[config.mk]
export PLATFORM = sky130hd
export DESIGN_NAME = srs_top
export DESIGN_NICKNAME = d
export VERILOG_FILES = /design/src/srs_pkg.sv /design/src/srs_pulse.sv /design/src/srs_top.sv
export SDC_FILE = /design/constraint.sdc
export NUM_CORES = 1
export LEC_CHECK = 0
export BUFFER_PORTS_ARGS = -buffer_cell sky130_fd_sc_hd__buf_4
export CAP_MARGIN = 20
export CORE_ASPECT_RATIO = 1.4
export CORE_UTILIZATION = 45
export CTS_BUF_LIST = sky130_fd_sc_hd__clkbuf_4 sky130_fd_sc_hd__clkbuf_8
export DETAILED_ROUTE_END_ITERATION = 10
export PLACE_DENSITY = 0.68
export SLEW_MARGIN = 20
export SYNTH_ARGS = -nofsm -noshare
export SYNTH_HDL_FRONTEND = slang
export SYNTH_SLANG_ARGS = --single-unit
[constraint.sdc]
create_clock -name mclk -period 5.32 [get_ports mclk]
set_input_delay 0.266 -clock mclk [delete_from_list [all_inputs] [get_ports mclk]]
set_output_delay 0.266 -clock mclk [all_outputs]
set_load 0.005 [all_outputs]
[src/srs_pkg.sv]
package srs_pkg;

	// ****************************************************************
	// Register map
	// ****************************************************************
	localparam logic [3:0] SRS_ADDR_SWCTL    = 4'h0;
	localparam logic [3:0] SRS_ADDR_INT_BCTL = 4'h1;
	localparam logic [3:0] SRS_ADDR_EXT_BCTL = 4'h2;
	localparam logic [3:0] SRS_ADDR_GPIO_FN  = 4'h3;
	localparam logic [3:0] SRS_ADDR_GPIO_DIR = 4'h4;
	localparam logic [3:0] SRS_ADDR_GPIO_OUT = 4'h5;
	localparam logic [3:0] SRS_ADDR_STATUS   = 4'h6;
	localparam logic [3:0] SRS_ADDR_STICKY   = 4'h7;
	localparam logic [3:0] SRS_ADDR_CFGLOAD  = 4'h8;
	localparam logic [3:0] SRS_ADDR_VOLATILE = 4'h9;

	// ****************************************************************
	// Field positions
	// ****************************************************************
	localparam int SRS_BIT_RESET     = 0;
	localparam int SRS_BIT_PROPAGATE = 1;
	localparam int SRS_BIT_NT_MODE   = 4;
	localparam int SRS_BIT_CFG_DONE  = 0;

	// ****************************************************************
	// Reset values
	// ****************************************************************
	localparam logic [31:0] SRS_RST_ZERO   = 32'h0000_0000;
	localparam logic [7:0]  SRS_RST_GPIO   = 8'h00;

	// ****************************************************************
	// Timing
	// ****************************************************************
	localparam int SRS_CLK_PERIOD_PS    = 5000;
	localparam int SRS_PULSE_MIN_NS     = 250;
	localparam int SRS_PULSE_CYCLES     = (SRS_PULSE_MIN_NS * 1000 + SRS_CLK_PERIOD_PS - 1) / SRS_CLK_PERIOD_PS;
	localparam int SRS_NORMAL_OP_MS     = 1000;
	localparam int SRS_CFG_LOAD_MS      = 200;
	localparam int SRS_CFG_LOAD_CYCLES  = SRS_CFG_LOAD_MS * 1000 * 200;
	localparam int SRS_FUND_HOLD_CYCLES = 4;

	// ****************************************************************
	// Sequencer states
	// ****************************************************************
	typedef enum logic [3:0] {
		SRS_ST_RUN     = 4'b0001,
		SRS_ST_FUND    = 4'b0010,
		SRS_ST_HOT_MSG = 4'b0100,
		SRS_ST_HOT_RST = 4'b1000
	} srs_state_t;

endpackage : srs_pkg

[src/srs_pulse.sv]
`timescale 1ns/1ps
module srs_pulse
	import srs_pkg::*;
#(
	parameter int CYCLES = SRS_PULSE_CYCLES
) (
	input  wire logic mclk,
	input  wire logic rst_n,
	input  wire logic start,
	output logic      active
);
	localparam int CW = $clog2(CYCLES + 1);
	localparam logic [CW-1:0] LAST = CW'(CYCLES - 1);

	logic [CW-1:0] count;

	// Active (high) period held for at least CYCLES edges; a retrigger restarts it
	always_ff @(posedge mclk) begin
		if (!rst_n) begin
			active <= 1'b0;
			count  <= '0;
		end else if (start) begin
			active <= 1'b1;
			count  <= '0;
		end else if (active) begin
			if (count == LAST) begin
				active <= 1'b0;
			end else begin
				count <= count + CW'(1);
			end
		end
	end
endmodule : srs_pulse

[src/srs_top.sv]
`timescale 1ns/1ps
module srs_top
	import srs_pkg::*;
#(
	parameter int GPIO_W     = 8,
	parameter int LOAD_LIMIT = SRS_CFG_LOAD_CYCLES
) (
	input  wire logic              mclk,
	input  wire logic              rst_n,
	input  wire logic [3:0]        addr,
	input  wire logic [31:0]       wdata,
	input  wire logic              wr,
	input  wire logic              rd,
	output logic      [31:0]       rdata,
	input  wire logic              board_reset_n,
	input  wire logic              bridge_side_reset_n,
	input  wire logic              up_ts1_hot_reset,
	input  wire logic              up_dl_down,
	input  wire logic [1:0]        dn_ts1_hot_reset,
	input  wire logic              ext_hot_reset,
	input  wire logic [1:0]        dn_hot_msg_done,
	input  wire logic [GPIO_W-1:0] gpio_in,
	output logic      [GPIO_W-1:0] gpio_out,
	output logic      [GPIO_W-1:0] gpio_oe,
	output logic                   fund_reset,
	output logic                   core_hot_reset,
	output logic      [1:0]        dn_hot_msg_req,
	output logic      [1:0]        dn_port_reset,
	output logic                   cfg_load_req,
	output logic                   cfg_load_late
);

	// ****************************************************************
	// Pin synchronisers
	// ****************************************************************
	logic [6:0]        sync_a;
	logic [6:0]        sync_b;
	logic [GPIO_W-1:0] gpio_a;
	logic [GPIO_W-1:0] gpio_s;
	logic              board_n_s;
	logic              bridge_n_s;
	logic              ts1_s;
	logic              dl_s;
	logic              ext_s;

	always_ff @(posedge mclk) begin
		if (!rst_n) begin
			sync_a <= 7'h7f;
			sync_b <= 7'h7f;
			gpio_a <= '0;
			gpio_s <= '0;
		end else begin
			sync_a <= {board_reset_n, bridge_side_reset_n, ~up_ts1_hot_reset, ~up_dl_down, ~ext_hot_reset,
				~dn_ts1_hot_reset};
			sync_b <= sync_a;
			gpio_a <= gpio_in;
			gpio_s <= gpio_a;
		end
	end
	assign board_n_s  = sync_b[6];
	assign bridge_n_s = sync_b[5];
	assign ts1_s      = ~sync_b[4];
	assign dl_s       = ~sync_b[3];
	assign ext_s      = ~sync_b[2];

	// ****************************************************************
	// Registers
	// ****************************************************************
	logic [31:0]       swctl;
	logic [31:0]       int_bctl;
	logic [31:0]       ext_bctl;
	logic [GPIO_W-1:0] gpio_fn;
	logic [GPIO_W-1:0] gpio_dir;
	logic [GPIO_W-1:0] gpio_val;
	logic [31:0]       sticky;
	logic [31:0]       volatile_reg;
	logic              cfg_done;
	srs_state_t        state;
	logic              nt_mode;
	logic              fund_req;
	logic              hot_req;
	logic              hot_clear;
	logic              fund_clear;
	logic [1:0]        local_req;

	function automatic logic wr_hit(input logic [3:0] a, input logic [3:0] target, input logic w);
		wr_hit = w && (a == target);
	endfunction : wr_hit

	assign nt_mode = swctl[SRS_BIT_NT_MODE];

	// In NT mode, internal- and external-side reset bits and bridge input (gated by propagate) start a fundamental reset
	assign fund_req = !board_n_s
		|| (wr_hit(addr, SRS_ADDR_SWCTL, wr) && wdata[SRS_BIT_RESET])
		|| (nt_mode && wr_hit(addr, SRS_ADDR_EXT_BCTL, wr) && wdata[SRS_BIT_RESET])
		|| (nt_mode && wr_hit(addr, SRS_ADDR_INT_BCTL, wr) && wdata[SRS_BIT_RESET])
		|| (nt_mode && !bridge_n_s && (int_bctl[SRS_BIT_PROPAGATE] || ext_bctl[SRS_BIT_PROPAGATE]));

	// Upstream triggers, plus the external hot reset in NT mode; downstream hot-reset ordered sets are not looked at
	assign hot_req = ts1_s || dl_s
		|| (nt_mode && ext_s);

	// Per-port local hot reset through volatile register bits
	assign local_req = wr_hit(addr, SRS_ADDR_VOLATILE, wr) ? wdata[9:8] : 2'b00;

	assign fund_clear = (state == SRS_ST_FUND);
	assign hot_clear  = (state == SRS_ST_HOT_RST) || fund_clear;

	// Sticky fields: cleared only by fundamental reset
	always_ff @(posedge mclk) begin
		if (!rst_n || fund_clear) begin
			sticky <= SRS_RST_ZERO;
		end else if (wr_hit(addr, SRS_ADDR_STICKY, wr)) begin
			sticky <= wdata;
		end
	end

	// Control registers: fundamental clears all, hot reset clears volatile parts only
	always_ff @(posedge mclk) begin
		if (!rst_n || fund_clear) begin
			swctl    <= SRS_RST_ZERO;
			int_bctl <= SRS_RST_ZERO;
			ext_bctl <= SRS_RST_ZERO;
		end else if (hot_clear) begin
			swctl    <= swctl & 32'h0000_0010;
			int_bctl <= int_bctl & 32'h0000_0002;
			ext_bctl <= ext_bctl & 32'h0000_0002;
		end else begin
			if (wr_hit(addr, SRS_ADDR_SWCTL, wr)) begin
				swctl <= wdata & 32'hffff_fffe;
			end
			if (wr_hit(addr, SRS_ADDR_INT_BCTL, wr)) begin
				int_bctl <= wdata & 32'hffff_fffe;
			end
			if (wr_hit(addr, SRS_ADDR_EXT_BCTL, wr)) begin
				ext_bctl <= wdata & 32'hffff_fffe;
			end
		end
	end

	always_ff @(posedge mclk) begin
		if (!rst_n || hot_clear) begin
			volatile_reg <= SRS_RST_ZERO;
		end else if (wr_hit(addr, SRS_ADDR_VOLATILE, wr)) begin
			volatile_reg <= wdata & 32'hffff_fcff;
		end
	end

	// GPIO: fundamental and global hot resets return pins to inputs, releasing the reset outputs
	always_ff @(posedge mclk) begin
		if (!rst_n || hot_clear || state == SRS_ST_HOT_MSG) begin
			gpio_fn  <= SRS_RST_GPIO;
			gpio_dir <= SRS_RST_GPIO;
			gpio_val <= SRS_RST_GPIO;
		end else begin
			if (wr_hit(addr, SRS_ADDR_GPIO_FN, wr)) begin
				gpio_fn <= wdata[GPIO_W-1:0];
			end
			if (wr_hit(addr, SRS_ADDR_GPIO_DIR, wr)) begin
				gpio_dir <= wdata[GPIO_W-1:0];
			end
			if (wr_hit(addr, SRS_ADDR_GPIO_OUT, wr)) begin
				gpio_val <= wdata[GPIO_W-1:0];
			end
		end
	end

	// ****************************************************************
	// Configuration load window
	// ****************************************************************
	logic [31:0] load_cnt;

	// Load runs only after fundamental reset, never after hot reset
	always_ff @(posedge mclk) begin
		if (!rst_n || fund_clear) begin
			cfg_done      <= 1'b0;
			load_cnt      <= '0;
			cfg_load_req  <= 1'b1;
			cfg_load_late <= 1'b0;
		end else if (!cfg_done) begin
			if (wr_hit(addr, SRS_ADDR_CFGLOAD, wr) && wdata[SRS_BIT_CFG_DONE]) begin
				cfg_done     <= 1'b1;
				cfg_load_req <= 1'b0;
			end else if (load_cnt == 32'(LOAD_LIMIT - 1)) begin
				cfg_load_late <= 1'b1;
			end else begin
				load_cnt <= load_cnt + 32'h1;
			end
		end
	end

	// ****************************************************************
	// Sequencer
	// ****************************************************************
	logic [SRS_FUND_HOLD_CYCLES-1:0] hold;
	logic [1:0]                      msg_seen;
	logic                            global_hot;

	always_ff @(posedge mclk) begin
		if (!rst_n) begin
			state      <= SRS_ST_FUND;
			hold       <= '0;
			msg_seen   <= 2'b00;
			global_hot <= 1'b0;
		end else if (fund_req) begin
			state <= SRS_ST_FUND;
			hold  <= '0;
		end else begin
			case (state)
				SRS_ST_RUN: begin
					if (hot_req) begin
						state      <= SRS_ST_HOT_MSG;
						msg_seen   <= 2'b00;
						global_hot <= 1'b1;
					end
				end
				SRS_ST_FUND: begin
					hold <= {hold[SRS_FUND_HOLD_CYCLES-2:0], 1'b1};
					if (hold[SRS_FUND_HOLD_CYCLES-1]) begin
						state <= SRS_ST_RUN;
					end
				end
				SRS_ST_HOT_MSG: begin
					msg_seen <= msg_seen | dn_hot_msg_done;
					if (&(msg_seen | dn_hot_msg_done)) begin
						state <= SRS_ST_HOT_RST;
					end
				end
				SRS_ST_HOT_RST: begin
					if (!hot_req) begin
						state      <= SRS_ST_RUN;
						global_hot <= 1'b0;
					end
				end
				default: begin
					state <= SRS_ST_FUND;
				end
			endcase
		end
	end

	// ****************************************************************
	// Downstream reset pulses and outputs
	// ****************************************************************
	logic [1:0] pulse_on;
	logic [1:0] pulse_start;
	assign pulse_start = {2{state == SRS_ST_HOT_MSG && &(msg_seen | dn_hot_msg_done)}} | local_req;

	genvar gi;
	generate
		for (gi = 0; gi < 2; gi++) begin : g_port
			srs_pulse #(
				.CYCLES (SRS_PULSE_CYCLES)
			) u_pulse (
				.mclk   (mclk),
				.rst_n  (rst_n),
				.start  (pulse_start[gi]),
				.active (pulse_on[gi])
			);
		end
	endgenerate

	// Port B reset on pin 0, port C on pin 1, when alternate function selected
	always_ff @(posedge mclk) begin
		if (!rst_n) begin
			gpio_out <= '0;
			gpio_oe  <= '0;
		end else begin
			gpio_out <= gpio_val;
			gpio_oe  <= gpio_dir & ~gpio_fn;
			if (gpio_fn[0]) begin
				gpio_out[0] <= ~pulse_on[0];
				gpio_oe[0]  <= 1'b1;
			end
			if (gpio_fn[1]) begin
				gpio_out[1] <= ~pulse_on[1];
				gpio_oe[1]  <= 1'b1;
			end
		end
	end

	always_ff @(posedge mclk) begin
		if (!rst_n) begin
			fund_reset     <= 1'b1;
			core_hot_reset <= 1'b0;
			dn_hot_msg_req <= 2'b00;
			dn_port_reset  <= 2'b00;
		end else begin
			fund_reset     <= (state == SRS_ST_FUND);
			core_hot_reset <= (state == SRS_ST_HOT_RST) && global_hot;
			dn_hot_msg_req <= {2{state == SRS_ST_HOT_MSG}} & ~msg_seen;
			dn_port_reset  <= pulse_on;
		end
	end

	// ****************************************************************
	// Read port
	// ****************************************************************
	always_ff @(posedge mclk) begin
		if (!rst_n) begin
			rdata <= '0;
		end else if (rd) begin
			case (addr)
				SRS_ADDR_SWCTL:    rdata <= swctl;
				SRS_ADDR_INT_BCTL: rdata <= int_bctl;
				SRS_ADDR_EXT_BCTL: rdata <= ext_bctl;
				SRS_ADDR_GPIO_FN:  rdata <= 32'(gpio_fn);
				SRS_ADDR_GPIO_DIR: rdata <= 32'(gpio_dir);
				SRS_ADDR_GPIO_OUT: rdata <= 32'(gpio_s);
				SRS_ADDR_STATUS:   rdata <= {22'h0, ~sync_b[1:0], pulse_on, state, cfg_load_late, cfg_done};
				SRS_ADDR_STICKY:   rdata <= sticky;
				SRS_ADDR_CFGLOAD:  rdata <= {30'h0, cfg_load_late, cfg_done};
				SRS_ADDR_VOLATILE: rdata <= volatile_reg;
				default:           rdata <= '0;
			endcase
		end else begin
			rdata <= '0;
		end
	end
endmodule : srs_top

# After elaboration in Yosys (flattened, before gate mapping)
# Index checks and enable logic that the tools add are counted.
# totals
elab_cells	159
inputBits	57
register_bits	323
# classes
n_mux	24
add_sub_neg	3
n_eq_ne	20
bitwise_logic	24
n_reduce_logical	54
# ops
operator	n
case mux 32 bit (10 select lines)	1
adder 32 x 1 -> 32 bit, second input constant	1
equality test 32 x 26 -> 1 bit, second input constant	1
equality test 4 x 3 -> 1 bit, second input constant	5
logical AND 1 bit	20
two-way mux 4 bit	4
inverter 1 bit	16
case mux 4 bit (4 select lines)	1
AND reduction 2 bit	8
two-way mux 1 bit	14
adder 6 x 1 -> 6 bit, second input constant	2
equality test 4 x 2 -> 1 bit, second input constant	3
equality test 4 bit, second input constant	3
equality test 6 bit, second input constant	2
logical OR 1 bit	11
AND reduction 3 bit	3
bitwise AND 8 bit	1
equality test 4 x 1 -> 1 bit, second input constant	2
inverter 8 bit	1
AND reduction 4 bit	2
OR reduction 2 bit	4
!= test 2 bit, second input constant	3
inverter 2 bit	3
logical NOT 4 bit	1
other kinds (8)	13

# Longest topological paths before layout
# logic_depth
depth_word	9
ltp_mapped	8
depth_no_buf	6

# Hierarchy
# From an unflattened synthesis, not the netlist that was laid out.
# unflattened
hier_cells	1471
area_unflattened_um2	12503.2
# modules_own_cells
module	instances	seq_area_each_um2	area_per_inst_um2	cells_per_inst
srs_top	1	6185.9	11785.1	1395
srs_pulse	2	140.1	359.1	38

# Worst setup path before layout
# Ideal clock, no wire load.
# synth_path
kind	register -> register
start	register load_cnt[0]
end	register load_cnt[16]
required_ps	5250
arrival_ps	1911
path_stages_with_launch	7
path_slack_ps	3339
setup_time_ps	70
cell_sequence	dfxtp_1 > ha_1 > nand4_1 > or3_1 > a211o_1 > or3_1 > a21oi_1
# synth_between
elab_chain_cells	3
# synth_rtl
item	line	source
from (decl)	srs_top.sv:171	logic [31:0] load_cnt;
from (signal assigned)	srs_top.sv:187	load_cnt <= load_cnt + 32'h1;
parallel branches: the longest is 3 deep, another holds adder 32 x 1 -> 32 bit	n/a	
# Parallel ways; which one is timed is not known.
# A chain may end at the register's enable or synchronous reset.

# Worst setup path after layout
# layout_path
start	register state[1]
end	register int_bctl[21]
# layout_between
elab_chain_cells	3
# layout_rtl
item	line	source
from (decl)	srs_top.sv:78	srs_state_t state;
from (signal assigned)	srs_top.sv:201	state <= SRS_ST_FUND;
from (signal assigned)	srs_top.sv:206	state <= SRS_ST_FUND;
from (signal assigned)	srs_top.sv:212	state <= SRS_ST_HOT_MSG;
equality test 4 bit or equality test 4 x 2 -> 1 bit (tied branches)	srs_top.sv:107, srs_top.sv:106	
logical OR 1 bit (on tied branches)	srs_top.sv:107, srs_top.sv:120	
OR reduction 2 bit (no source line) *	n/a	
to (signal assigned)	srs_top.sv:126	int_bctl <= int_bctl & 32'h0000_0002;
to (signal assigned)	srs_top.sv:133	int_bctl <= wdata & 32'hffff_fffe;
to (decl)	srs_top.sv:70	logic [31:0] int_bctl;
# Mark *: on every way between the ends. The rest lies on a longest branch, timed or not.

==> flow_metrics.py <==
metrics = {
    "status": {
        "status": "finished clean",
    },
    "sta": {
        "final_hold_viol_count": 0,
        "post-route-period-util_pct": 57.8,
        "worstMarginPinSlew_ns": 1.01,
        "setup_viol": 0,
        "maxSlewViolCount": 0,
        "rsz0062_at_grt": "no",
        "fin_worst_skew_ns": 0.00789,
        "fmax_mhz": 325,
        "fin_crit_ns": 3.07,
        "timing.setup.tns_ns": 0,
        "relSlewSlack_pct": 32.8,
    },
    "placed_design": {
        "numPortBuffers": 112,
        "post-dp-hpwl_mm": 20.9,
        "place.gp.congestion": 0.854,
        "dpl.cell_count": 1852,
    },
    "setup_path": {
        "cp_max_fo": 79,
        "cp_slowest_cell": "buf_4",
        "arrival_ns": 3.49,
        "start_kind": "flop",
        "crit_end": "int_bctl[21]",
        "crit_path_start": "state[1]",
        "critPathKind": "flop to flop",
        "rr_startpoint": "state[1]",
        "endpoint_kind": "flop",
        "required_ns": 5.74,
        "cp_num_cells": 5,
        "reg2reg_to": "int_bctl[21]",
        "path_cells": "nor4b_2 -> nor2b_1 -> nand2_4 -> buf_4 -> a21oi_1",
        "r2r_cells": 5,
        "cp_num_buf_inv": 1,
        "rrSetupSlack_ns": 2.25,
        "cpPeakStageDelay_ns": 0.72,
        "cp_top_family": "simple AND/OR/NAND/NOR gates",
    },
    "cts": {
        "cts_buffer_depth": 3,
        "cts_made_buffers": 49,
        "cts_tree": "done",
        "path_clk_slew_ns": 0.06,
        "clk_latency_ns": 0.57,
        "htree_levels": 2,
        "clock_sinks": 323,
        "cts_root_buf": "clkbuf_8",
        "cts_resized": 0,
    },
    "logic_synthesis": {
        "yosysUniqueCellTypes": 66,
        "seq_area_frac_synth_pct": 51.9,
        "netlist_area_mm2": 0.0125,
        "syn_area_per_cell_um2": 8.53,
        "synth_edf_count": 0,
        "synthFlopType": "dfxtp_1",
        "ys_async_sr_fraction_pct": 0,
        "yosysWarnings": 0,
        "ys_ff_latch": 323,
        "syn_inst": 1461,
        "synth_nets": 1523,
    },
    "detailed_routing": {
        "drt_iter0_drc": 1178,
        "drc": 0,
        "wl_per_cell_um": 17.2,
        "final_antenna_net_count": 0,
        "vias": 11100,
        "routed_wl_mm": 33.8,
        "dr.pass1.iters": 5,
        "routed_via_density": 5.62,
    },
    "global_routing": {
        "use_met1_pct": 28.6,
        "antenna_found_initial": 0,
        "gr-usage-all-layers_pct": 24.1,
        "overflow": 0,
        "grt_pass1_wl_mm": 53.9,
        "grt_max_degree": 80,
        "busiest_layer": "met2",
        "grt_use_met3_pct": 3.90,
        "grt_use_met2_pct": 41.5,
        "grt_pass1_vias": 10400,
    },
    "pwr": {
        "p_per_area_mw_per_mm2": 314,
        "p_leak_nw": 5.02,
        "max-vdd-ir-drop_mv": 0.211,
    },
    "floorplan": {
        "die_w_um": 143,
        "dieArea_mm2": 0.0284,
        "core.rowCount": 71,
        "fp.coreArea_mm2": 0.0270,
        "io_pins": 113,
        "die_y_um": 199,
        "start_util_pct": 46.1,
    },
    "layout": {
        "fin_util_pct": 55.1,
        "stdcell_count": 1973,
        "fin_nets": 1644,
        "reg_top3": "load_cnt (32), rdata (32), sticky (32)",
        "post_route_cells_drive_above_1_share_pct": 14.7,
        "n_antenna_cell": 0,
        "syn_to_final_growth_pct": 19.4,
    },
    "worst_hold_path": {
        "min_path_type": "input pin to flop",
    },
    "job": {
        "drv_cap": 0,
    },
}
[placed cells by master (no fill, tap or decap), drive strengths merged, types with 4 or more instances in the layout]
| master | count |
|---|---|
| nor4b | 10 |
| or4b | 4 |
| dfxtp | 323 |
| a21oi | 235 |
| ha | 5 |
| nor2 | 37 |
| clkinv | 4 |
| inv | 17 |
| or4 | 16 |
| xnor2 | 4 |
| clkbuf | 70 |
| and2 | 31 |
| nand3 | 44 |
| nor4 | 7 |
| nand2b | 9 |
| a22oi | 34 |
| nand2 | 390 |
| and3b | 6 |
| mux2i | 4 |
| or3 | 8 |
| nand4 | 16 |
| a22o | 7 |
| a222oi | 31 |
| buf | 134 |
| and4 | 4 |
| and3 | 16 |
| a221oi | 7 |
| o31ai | 11 |
| xor2 | 8 |
| a31oi | 10 |
| o211ai | 4 |
| o21ai | 14 |
| dlygate4sd3 | 44 |
[worst register-to-register path, cell delays in order, from the launching register on]
cell and delay (ns):
dfxtp_1 0.43, nor4b_2 0.67, nor2b_1 0.42, nand2_4 0.50
buf_4 0.74, a21oi_1 0.16
[metal layers]
metal / wire length (µm) / vias to the layer above
li1: - / 5354
met1: 13600 / 5247
met2: 16600 / 397
met3: 2160 / 88
met4: 1440 / 0
met5: 0 / -
[where the power goes]
group	internal [mW]	total, mW	leakage [nW]	switching [mW]
combinational	0.0752	0.194	1.90	0.119
sequential	2.43	2.44	2.61	0.00557
clock	1.12	2.04	0.509	0.924
total	3.63	4.68	5.02	1.05
[repair_timing]
item                                   in CTS  in global routing
hold buffers                               44                  0
setup endpoints to repair                   0                  0
setup buffers                               0                  0
endpoints found under the hold margin     152                  0
[Yosys cell counts, types with 8 or more instances]
cell type / number / area share (%)
nor2_1: 37 / 1.1
a21oi_1: 235 / 9.4
a222oi_1: 31 / 2.5
or3_1: 8 / 0.40
nand3_1: 44 / 1.8
a22oi_1: 34 / 2.0
a31oi_1: 10 / 0.50
o31ai_1: 11 / 0.66
xor2_1: 8 / 0.56
nand2_1: 390 / 12
and3_1: 16 / 0.80
inv_1: 16 / 0.48
nand2b_1: 9 / 0.45
and2_1: 27 / 1.4
buf_2: 38 / 1.5
or4_1: 16 / 0.96
nand4_1: 15 / 0.75
o21ai_0: 8 / 0.32
clkbuf_1: 58 / 1.7
dfxtp_1: 323 / 52
[cells by family after synthesis]
family / share of synthesized area (%)
fa+ha+maj: 0.502
mux: 0.412
flops: 51.9
compound gates: 18.9
xor+xnor: 0.844
simple gates: 23.1
buf+inv: 4.39
[area by class of cell]
| type | instances | area (µm²) |
|---|---|---|
| multi-input combinational | 1014 | 5490 |
| clock inverter | 7 | 66.3 |
| timing repair buffer | 178 | 1450 |
| clock buffer | 70 | 895 |
| tap | 365 | 457 |
| fill | 2528 | 12100 |
| inverter | 16 | 60.1 |
| sequential | 323 | 6470 |
[how the worst min path moves through the flow]
stage,startpoint,to,slack (ns),cells past startpoint
floorplan,dn_ts1_hot_reset[0],sync_a[0],0.33,1
global placement,sync_a[4],sync_b[4],0.39,1
detailed placement,sync_a[4],sync_b[4],0.39,1
CTS,wdata[3],int_bctl[3],0.002,3
global route,wdata[4],ext_bctl[4],0.01,3
finish,wdata[3],swctl[3],0.03,3
[through the flow]
stage | worst slack, ns | power, mW | hold WS (ns) | instance area [µm²]
final | 2.25 | 4.68 | 0.0274 | 14900
after global routing | 1.89 | 4.84 | 0.0140 | 14900
after CTS | 2.24 | 4.71 | 0.00209 | 14900
after detailed placement | 2.24 | 2.66 | 0.392 | 13500
after global placement | 2.34 | 2.66 | 0.389 | 13500
after floorplan | 3.34 | 2.57 | 0.328 | 12500
Note: power is estimated with default switching activity, not from simulation.
